===== config.mk =====
export PLATFORM = sky130hd
export DESIGN_NAME = dmd_top
export DESIGN_NICKNAME = d
export VERILOG_FILES = /design/src/core/dmd_sinc3.v /design/src/core/dmd_top.v
export VERILOG_INCLUDE_DIRS = /design/src /design/src/core
export SDC_FILE = /design/constraint.sdc
export NUM_CORES = 2
export LEC_CHECK = 0
export BUFFER_PORTS_ARGS = -buffer_cell sky130_fd_sc_hd__buf_2
export CORE_UTILIZATION = 37
export CTS_BUF_LIST = sky130_fd_sc_hd__clkbuf_16
export DETAILED_ROUTE_END_ITERATION = 10
export GPL_ROUTABILITY_DRIVEN = 0
export HOLD_SLACK_MARGIN = 0.05
export PLACE_DENSITY_LB_ADDON = 0.12
export SYNTH_ARGS = -nofsm -noshare
export SYNTH_HDL_FRONTEND = slang
export SYNTH_HIERARCHICAL = 1
export SYNTH_SLANG_ARGS = --single-unit

===== constraint.sdc =====
create_clock -name sys_clk -period 23.7 [get_ports sys_clk]
set_input_delay 4.74 -clock sys_clk [delete_from_list [all_inputs] [get_ports sys_clk]]
set_output_delay 4.74 -clock sys_clk [all_outputs]
set_load 0.1 [all_outputs]

===== src/core/dmd_defines.vh =====
`ifndef DMD_DEFINES_VH
`define DMD_DEFINES_VH

// ****************************************************************
// register map, byte addresses on the apb bus
// ****************************************************************
`define DMD_ADDR_W          8
`define DMD_OFF_CONFIG      8'h00
`define DMD_OFF_SNAPSHOT    8'h04
`define DMD_OFF_DATA0       8'h08
`define DMD_OFF_DATA1       8'h0c
`define DMD_OFF_STATUS      8'h10

// ****************************************************************
// configuration register fields
// ****************************************************************
`define DMD_CFG_W           10
`define DMD_CFG_RESET       10'h050
`define DMD_CFG_STREAM_LSB  0
`define DMD_CFG_SHDN_LSB    2
`define DMD_CFG_RATIO_LSB   4
`define DMD_CFG_WIDE_BIT    6
`define DMD_CFG_LAT_BIT     7
`define DMD_CFG_BIAS_LSB    8

// ****************************************************************
// status register fields
// ****************************************************************
`define DMD_STS_READY_LSB   0
`define DMD_STS_SETTLED_LSB 2

// ****************************************************************
// quantizer thermometer codes
// ****************************************************************
`define DMD_CODE_P2         4'hf
`define DMD_CODE_P1         4'h7
`define DMD_CODE_ZERO       4'h3
`define DMD_CODE_M1         4'h1
`define DMD_CODE_M2         4'h0

// ****************************************************************
// decimation ratio select and limits
// ****************************************************************
`define DMD_RATIO_32        2'b00
`define DMD_RATIO_64        2'b01
`define DMD_RATIO_128       2'b10
`define DMD_RATIO_256       2'b11
`define DMD_LAST_32         8'h1f
`define DMD_LAST_64         8'h3f
`define DMD_LAST_128        8'h7f
`define DMD_LAST_256        8'hff
`define DMD_SETTLE_WORDS    2'd3
`define DMD_ROUND_HALF      25'h0000080
`define DMD_MAX24           24'h7fffff
`define DMD_MIN24           24'h800000
`define DMD_MAX16           16'h7fff
`define DMD_MIN16           16'h8000

`endif


===== src/core/dmd_sinc3.v =====
`timescale 1ns/1ps
`include "dmd_defines.vh"

module dmd_sinc3 (
    input  wire        sys_clk,
    input  wire        reset,
    input  wire        clear,
    input  wire        sample_tick,
    input  wire [3:0]  code,
    input  wire [1:0]  ratio,
    input  wire        wide,
    output reg  [23:0] word_q,
    output reg         valid_q,
    output reg         settled_q
);

    // ****************************************************************
    // quantizer level and decimation length
    // ****************************************************************
    reg  signed [26:0] level;
    reg         [7:0]  last;
    reg  signed [26:0] int1_q;
    reg  signed [26:0] int2_q;
    reg  signed [26:0] int3_q;
    reg  signed [26:0] dly1_q;
    reg  signed [26:0] dly2_q;
    reg  signed [26:0] dly3_q;
    reg         [7:0]  dec_q;
    reg         [1:0]  settle_q;

    // thermometer code to signed level, illegal codes count as zero
    always @* begin
        case (code)
            `DMD_CODE_P2: level = 27'sd2;
            `DMD_CODE_P1: level = 27'sd1;
            `DMD_CODE_M1: level = -27'sd1;
            `DMD_CODE_M2: level = -27'sd2;
            default:      level = 27'sd0;
        endcase
    end

    // one shared ratio drives the decimation length
    always @* begin
        case (ratio)
            `DMD_RATIO_32:  last = `DMD_LAST_32;
            `DMD_RATIO_64:  last = `DMD_LAST_64;
            `DMD_RATIO_128: last = `DMD_LAST_128;
            default:        last = `DMD_LAST_256;
        endcase
    end

    // ****************************************************************
    // comb section and output formatting
    // ****************************************************************
    wire signed [26:0] comb1 = int3_q - dly1_q;
    wire signed [26:0] comb2 = comb1 - dly2_q;
    wire signed [26:0] comb3 = comb2 - dly3_q;
    wire signed [27:0] comb_x = {comb3[26], comb3};
    reg  signed [27:0] scaled;
    reg         [23:0] v24;
    wire        [24:0] sum25 = {v24[23], v24} + `DMD_ROUND_HALF;
    reg         [15:0] v16;

    // full scale of +-2 maps to +-2^23, so low bits fall to zero below ratio 256
    always @* begin
        case (ratio)
            `DMD_RATIO_32:  scaled = comb_x <<< 7;
            `DMD_RATIO_64:  scaled = comb_x <<< 4;
            `DMD_RATIO_128: scaled = comb_x <<< 1;
            default:        scaled = comb_x >>> 2;
        endcase
        if (!scaled[27] && (|scaled[26:23])) begin
            v24 = `DMD_MAX24;
        end else if (scaled[27] && !(&scaled[26:23])) begin
            v24 = `DMD_MIN24;
        end else begin
            v24 = scaled[23:0];
        end
        // round half up, clip instead of wrapping past the top code
        if (!v24[23] && sum25[23]) begin
            v16 = `DMD_MAX16;
        end else begin
            v16 = sum25[23:8];
        end
    end

    // ****************************************************************
    // integrators at sample rate, combs at output rate
    // ****************************************************************
    always @(posedge sys_clk) begin
        if (reset || clear) begin
            int1_q    <= 27'sd0;
            int2_q    <= 27'sd0;
            int3_q    <= 27'sd0;
            dly1_q    <= 27'sd0;
            dly2_q    <= 27'sd0;
            dly3_q    <= 27'sd0;
            dec_q     <= 8'h00;
            settle_q  <= 2'd0;
            settled_q <= 1'b0;
            word_q    <= 24'h000000;
            valid_q   <= 1'b0;
        end else begin
            valid_q <= 1'b0;
            if (sample_tick) begin
                // wraparound arithmetic is exact for the final difference
                int1_q <= int1_q + level;
                int2_q <= int2_q + int1_q;
                int3_q <= int3_q + int2_q;
                if (dec_q >= last) begin
                    dec_q   <= 8'h00;
                    dly1_q  <= int3_q;
                    dly2_q  <= comb1;
                    dly3_q  <= comb2;
                    valid_q <= 1'b1;
                    // two's complement, left justified in its word
                    word_q  <= wide ? v24 : {8'h00, v16};
                    if (settle_q != `DMD_SETTLE_WORDS) begin
                        settle_q <= settle_q + 2'd1;
                    end
                    // the third word after a restart is the first one flagged settled
                    settled_q <= (settle_q >= `DMD_SETTLE_WORDS - 2'd1);
                end else begin
                    dec_q <= dec_q + 8'h01;
                end
            end
        end
    end

endmodule


===== src/core/dmd_top.v =====
// The placing of the registers and the APB slave port were left to the implementer.
`timescale 1ns/1ps
`include "dmd_defines.vh"

// Operation
// - stream enable bit drives the channel pin as soon as written
// - four-bit thermometer result captured into snapshot each sample period
// - codes 1111,0111,0011,0001,0000 mean +2,+1,0,-1,-2
// - four quantizer bits leave serially, one per master clock
// - after reset or shutdown pins realign; first pattern is 0011
// - each channel runs a third-order sinc decimator at sample rate
// - decimator words are 16 or 24 bits by the width bit
// - filter counts as settled after three periods following restart
// - ratio field picks 32, 64, 128 or 256 decimation
// - 24-bit words are left justified with zero low bits below ratio 256
// - 16-bit words are rounded to nearest, not truncated
// - words are signed two's complement, msb justified
// - positive overrange clamps to 7fffff or 7fff
// - negative overrange clamps to 800000 or 8000
// - a shut down channel with stream on repeats 0011, or holds 0 when both are down
// - hard reset floats both pins and clears filters and buffers
// - both channels share one ratio setting

module dmd_top (
    input  wire        sys_clk,
    input  wire        reset,
    input  wire        hard_reset_n,
    input  wire        analog_master_clock_tick,
    input  wire [3:0]  comp_code_0,
    input  wire [3:0]  comp_code_1,
    input  wire        psel,
    input  wire        penable,
    input  wire        pwrite,
    input  wire [7:0]  paddr,
    input  wire [31:0] pwdata,
    output wire [31:0] prdata,
    output wire        pready,
    output wire        pslverr,
    output wire        bitstream_pin_0,
    output wire        bitstream_pin_0_oe,
    output wire        bitstream_pin_1,
    output wire        bitstream_pin_1_oe,
    output wire [1:0]  bias_doubling
);

    // ****************************************************************
    // reset and configuration fields
    // ****************************************************************
    // hard reset pin acts like the bus reset on every piece of state
    wire       rst_all = reset | ~hard_reset_n;
    reg  [9:0] cfg_q;
    wire [1:0] stream_en   = cfg_q[`DMD_CFG_STREAM_LSB +: 2];
    wire [1:0] shutdown    = cfg_q[`DMD_CFG_SHDN_LSB +: 2];
    wire [1:0] ratio       = cfg_q[`DMD_CFG_RATIO_LSB +: 2];
    wire       wide        = cfg_q[`DMD_CFG_WIDE_BIT];
    wire       ready_latency_enable = cfg_q[`DMD_CFG_LAT_BIT];
    wire [7:0] comp_all    = {comp_code_1, comp_code_0};

    // bias doubling is only stored here; the analog side acts on it
    assign bias_doubling = cfg_q[`DMD_CFG_BIAS_LSB +: 2];

    // ****************************************************************
    // apb slave signals
    // ****************************************************************
    reg  [31:0] prdata_q;
    reg         pready_q;
    reg         pslverr_q;
    reg  [31:0] rd_mux;
    reg         addr_hit;
    wire        setup  = psel & ~penable;
    wire        access = psel & penable & pready_q;
    wire        wr_cfg = access & pwrite & (paddr == `DMD_OFF_CONFIG);
    wire [1:0]  rd_clr;

    assign prdata  = prdata_q;
    assign pready  = pready_q;
    assign pslverr = pslverr_q;
    assign rd_clr[0] = access & ~pwrite & (paddr == `DMD_OFF_DATA0);
    assign rd_clr[1] = access & ~pwrite & (paddr == `DMD_OFF_DATA1);

    // ****************************************************************
    // modulator sample clock phase
    // ****************************************************************
    // four master clock ticks make one modulator sample period; phase
    // zero is the sample clock edge where a new quantizer code lands
    reg  [1:0] phase_q;
    wire       sample_tick = analog_master_clock_tick & (phase_q == 2'd0);

    // both channels down also stops the shared phase, so a restart
    // always lands the first code on a fresh sample edge
    always @(posedge sys_clk) begin
        if (rst_all || (&shutdown)) begin
            phase_q <= 2'd0;
        end else if (analog_master_clock_tick) begin
            phase_q <= phase_q + 2'd1;
        end
    end

    // ****************************************************************
    // per channel serializer, filter and output buffer
    // ****************************************************************
    wire [7:0]  snap_all;
    wire [47:0] data_all;
    wire [1:0]  ready_all;
    wire [1:0]  settled_all;
    wire [1:0]  pin_all;

    genvar ch;
    generate
        for (ch = 0; ch < 2; ch = ch + 1) begin : g_chan
            reg  [3:0]  snap_q;
            reg  [2:0]  shift_q;
            reg         bit_q;
            reg         first_q;
            reg  [23:0] data_q;
            reg         ready_q;
            wire [23:0] word;
            wire        word_valid;
            wire        word_settled;
            wire [3:0]  load_code;

            // a channel down or just restarted sends the zero pattern
            assign load_code = (shutdown[ch] || first_q) ?
                               `DMD_CODE_ZERO : comp_all[4*ch +: 4];

            // load on the sample edge, then shift once per master tick
            always @(posedge sys_clk) begin
                if (rst_all) begin
                    snap_q  <= `DMD_CODE_ZERO;
                    shift_q <= 3'b000;
                    bit_q   <= 1'b0;
                    first_q <= 1'b1;
                end else begin
                    if (shutdown[ch]) begin
                        first_q <= 1'b1;
                    end
                    if (sample_tick) begin
                        snap_q  <= load_code;
                        bit_q   <= load_code[3];
                        shift_q <= load_code[2:0];
                        first_q <= shutdown[ch];
                    end else if (analog_master_clock_tick) begin
                        bit_q   <= shift_q[2];
                        shift_q <= {shift_q[1:0], 1'b0};
                    end
                end
            end

            dmd_sinc3 u_sinc3 (
                .sys_clk     (sys_clk),
                .reset       (rst_all),
                .clear       (shutdown[ch]),
                .sample_tick (sample_tick),
                .code        (load_code),
                .ratio       (ratio),
                .wide        (wide),
                .word_q      (word),
                .valid_q     (word_valid),
                .settled_q   (word_settled)
            );

            // double buffer; the ready flag rises only for words the
            // host should see, and a new word beats a same-cycle read
            always @(posedge sys_clk) begin
                if (rst_all || shutdown[ch]) begin
                    data_q  <= 24'h000000;
                    ready_q <= 1'b0;
                end else begin
                    if (word_valid) begin
                        data_q <= word;
                    end
                    if (word_valid && (word_settled || !ready_latency_enable)) begin
                        ready_q <= 1'b1;
                    end else if (rd_clr[ch]) begin
                        ready_q <= 1'b0;
                    end
                end
            end

            assign snap_all[4*ch +: 4]   = snap_q;
            assign data_all[24*ch +: 24] = data_q;
            assign ready_all[ch]         = ready_q;
            assign settled_all[ch]       = word_settled;
            assign pin_all[ch]           = bit_q;
        end
    endgenerate

    // ****************************************************************
    // pins
    // ****************************************************************
    // enable follows the configuration flop directly, so the pin turns
    // on in the cycle after the write; hard reset clears it to float
    assign bitstream_pin_0    = pin_all[0];
    assign bitstream_pin_0_oe = stream_en[0];
    assign bitstream_pin_1    = pin_all[1];
    assign bitstream_pin_1_oe = stream_en[1];

    // ****************************************************************
    // register read decode
    // ****************************************************************
    always @* begin
        rd_mux   = 32'h00000000;
        addr_hit = 1'b1;
        case (paddr)
            `DMD_OFF_CONFIG:   rd_mux = {22'h000000, cfg_q};
            `DMD_OFF_SNAPSHOT: rd_mux = {24'h000000, snap_all};
            `DMD_OFF_DATA0:    rd_mux = {8'h00, data_all[23:0]};
            `DMD_OFF_DATA1:    rd_mux = {8'h00, data_all[47:24]};
            `DMD_OFF_STATUS:   rd_mux = {28'h0000000, settled_all, ready_all};
            default:           addr_hit = 1'b0;
        endcase
    end

    // ****************************************************************
    // apb handshake and configuration register
    // ****************************************************************
    // answer is prepared in the setup cycle so every bus output is a
    // flop; this costs nothing since pready is high in the first
    // access cycle
    always @(posedge sys_clk) begin
        if (rst_all) begin
            pready_q  <= 1'b0;
            prdata_q  <= 32'h00000000;
            pslverr_q <= 1'b0;
        end else if (setup) begin
            pready_q  <= 1'b1;
            prdata_q  <= pwrite ? 32'h00000000 : rd_mux;
            pslverr_q <= ~addr_hit;
        end else if (access) begin
            pready_q  <= 1'b0;
            pslverr_q <= 1'b0;
        end
    end

    // configuration changes land at the access edge of a write
    always @(posedge sys_clk) begin
        if (rst_all) begin
            cfg_q <= `DMD_CFG_RESET;
        end else if (wr_cfg) begin
            cfg_q <= pwdata[9:0];
        end
    end

endmodule


==> flow_metrics.py <==
metrics = {
    "run_status": {
        "status": "finished with violations",
        "failed_checks": "DRC",
    },
    "synthesis": {
        "ys_seq_area_share_pct": 27.7,
        "synth-seq-cells": 502,
        "syn_inst": 4596,
        "synth_ff_type": "dfxtp_1",
        "syn_area_um2": 36300,
        "ys_types": 109,
        "synth_top_area_share_pct": 27.7,
        "ys.warnings.count": 6,
        "synthArstFlopShare_pct": 0,
        "netlist_top_cells_area": "dfxtp_1 (28%), ha_1 (11%), a21oi_1 (5.8%)",
        "synth_area_leader_cell": "dfxtp_1",
        "synth_edf_count": 0,
        "synth.avg_cell_area_um2": 7.90,
    },
    "setup_path": {
        "max_stage_delay_ns": 0.49,
        "reg2reg_slack_ns": 13.27,
        "crit_path_end_kind": "flip-flop",
        "r2r_start": "g_chan[1].u_sinc3/int3_q[1]",
        "critPathKind": "flip-flop to flip-flop",
        "path_buf_inv": 1,
        "crit_cells": 42,
        "crit_family": "compound AO/OA/AOI/OAI gates",
        "worst_path_most_repeated_cell": "o21ai_0",
        "critPathLaunchType": "flip-flop",
        "reg2reg_depth": 42,
        "worstPathRequired_ns": 24.25,
        "crit_fanout": 20,
        "slowest_stage": "nand2_1",
        "r2r_end": "g_chan[1].u_sinc3/word_q[3]",
        "arrival_ns": 10.97,
    },
    "sta": {
        "tightest_slew_ns": 1.10,
        "finalSetupViolCount": 0,
        "rsz0062_at_grt": "false",
        "final_hold_viol_count": 0,
        "maxSlewViolCount": 0,
        "timing.fmax_mhz": 95.9,
        "period_needed_ns": 10.43,
        "slew_headroom_pct": 26.6,
        "fin_setup_tns_ns": 0,
        "fin_worst_skew_ns": 0.0249,
        "period_share_pct": 44.0,
    },
    "clock_network": {
        "cts_htree_levels": 2,
        "worstSkewPairLatency_ns": 0.66,
        "post_cts_resized": 0,
        "clock_path_buffers": 3,
        "clk_pin_slew_worst_paths_ns": 0.06,
        "ctsHoldBuffers": 0,
        "cts_tree": "yes",
        "cts_root_buffer": "clkbuf_16",
        "post_cts_buffers": 0,
        "clock_sinks": 502,
        "numCtsBuffers": 61,
    },
    "finish": {
        "final_common_cell": "nand2_1",
        "area_delta_synth_final_pct": 9.32,
        "fillers": 10100,
        "drive_gt1_share_pct": 6.58,
        "seq_area_um2": 10100,
        "fin_util_pct": 40.9,
        "nNetsFinal": 4953,
        "final_cell_mix": "nand2_1 (508), dfxtp_1 (500), nor2_1 (457), a21oi_1 (423), ha_1 (327)",
        "multi_input_comb_area_um2": 24300,
    },
    "placement": {
        "hpwl_um": 68700,
        "numPortBuffers": 64,
    },
    "global_routing": {
        "grt-ovfl-total": 0,
        "grt_max_degree": 85,
        "antenna_found_initial": 4,
        "grt_pass1_vias": 30000,
        "grt_first_pass_wirelength_um": 156000,
        "grt_util_all_layers_pct": 18.9,
    },
    "route": {
        "routed_via_density": 5.32,
        "drc": 8,
        "routedWlPerCell_um": 16.1,
        "first_pass_iters": 9,
        "totalWireLength_um": 94500,
        "drt_iter0_drc": 1614,
        "ant_nets": 0,
        "num_vias": 31300,
    },
    "floorplan": {
        "initial_core_util_pct": 37.4,
        "core_area_um2": 97000,
        "die_x_um": 315,
        "die_h_um": 315,
        "num_rows": 114,
        "die_area_um2": 99300,
        "io_pins": 95,
    },
    "power": {
        "powerDensity_nw_per_um2": 80.7,
        "leakagePower_nw": 15.7,
        "peakVddDrop_uv": 61.1,
    },
    "hold_path": {
        "hp-class": "flip-flop to flip-flop",
        "min_path_cells": 2,
        "whs_endpoint": "g_chan[0].u_sinc3/dly2_q[4]",
        "min_from": "g_chan[0].u_sinc3/dly2_q[4]",
    },
    "flow_run": {
        "drv_cap": 0,
    },
}
## cells in the mapped netlist, drive strengths merged (9+ instances only)
cell,number
nor3,92
buf,66
a221oi,9
a41oi,9
a21boi,25
nor3b,12
a22oi,15
o211ai,37
a22o,20
xnor2,203
o21ai,232
and2,38
o21bai,15
clkbuf,142
o2bb2ai,22
mux2i,187
a21oi,428
o31ai,23
nand4,32
nor4,22
nand3b,17
dfxtp,502
a32o,11
o22ai,9
nand2,508
nand3,97
nand2b,47
o21a,58
or3,45
nor2b,48
a211oi,60
fa,12
inv,289
mux2,25
xor2,90
mux4,14
or4,15
or2,23
a21o,91
a31oi,46
and3,30
ha,327
o31a,14
nor2,463
## kinds of logic (layout without fill, tap and decap cells)
kind of cell | count (synthesis) | after routing | synth area share (%)
mux | 226 | 226 | 6.80
buf+inv | 498 | 500 | 5.41
compound gates | 1225 | 1225 | 21.8
flops | 502 | 502 | 27.7
other cells | 1 | 9 | 0.0103
fa+ha+maj | 339 | 339 | 11.9
xor+xnor | 294 | 294 | 7.13
simple gates | 1511 | 1511 | 19.2
## area by class of cell
type	count	area share (%)
multi-input combinational	3603	61.4
sequential	502	25.3
tap	1276	4.02
clock buffer	62	3.91
inverter	290	2.76
timing repair buffer	101	1.51
clock inverter	47	1.09
antenna	1	0.00631
## routing by layer
metal / global-route usage [%] / routed length [um]
met3: 3.03 / 3570
met2: 32.2 / 44100
met1: 24.6 / 44800
met4: 4.73 / 1950
met5: 0 / 42
## registers in the layout, indices dropped and copies added (netlist names), 16 cells and up
register               count
g_chan.u_sinc3/dec_q      16
g_chan.u_sinc3/dly1_q     54
g_chan.u_sinc3/dly3_q     54
g_chan.u_sinc3/word_q     48
prdata                    24
g_chan.data_q             48
g_chan.u_sinc3/int1_q     54
g_chan.u_sinc3/int3_q     54
g_chan.u_sinc3/dly2_q     54
g_chan.u_sinc3/int2_q     54
## how the worst max path moves through the flow
stage	slack (ns)	end	start
global route	12.42	g_chan[1].u_sinc3/word_q[3]	g_chan[1].u_sinc3/dly1_q[1]
detailed placement	13.41	g_chan[1].u_sinc3/word_q[3]	g_chan[1].u_sinc3/int3_q[1]
floorplan	14.72	g_chan[1].u_sinc3/int1_q[26]	comp_code_1[1]
global placement	13.37	g_chan[1].u_sinc3/word_q[3]	g_chan[1].u_sinc3/int3_q[1]
CTS	13.34	g_chan[1].u_sinc3/word_q[3]	g_chan[1].u_sinc3/int3_q[1]
finish	13.27	g_chan[1].u_sinc3/word_q[3]	g_chan[1].u_sinc3/int3_q[1]
## metrics by stage
| stage | instance area, um^2 | power [mW] | setup slack [ns] | cells | hold slack, ns |
|---|---|---|---|---|---|
| after floorplan | 36300 | 1.96 | 14.72 | 4603 | 0.425 |
| after global placement | 37700 | 2.27 | 13.37 | 5772 | 0.435 |
| after detailed placement | 37700 | 2.26 | 13.41 | 5772 | 0.442 |
| after CTS | 39700 | 3.24 | 13.34 | 5881 | 0.455 |
| after global routing | 39700 | 3.43 | 12.42 | 5881 | 0.466 |
| final | 39700 | 3.20 | 13.27 | 5882 | 0.451 |
## where the power goes
group	switching [mW]	internal, mW
combinational	0.884	0.518
sequential	0.00351	0.848
clock	0.391	0.556
## worst min-delay path, cell delays in order (launching register included)
cell and delay, ns:
dfxtp_1 0.30, nand2_1 0.05, a21oi_1 0.05
No activity file was read; power rests on OpenSTA's default activity.
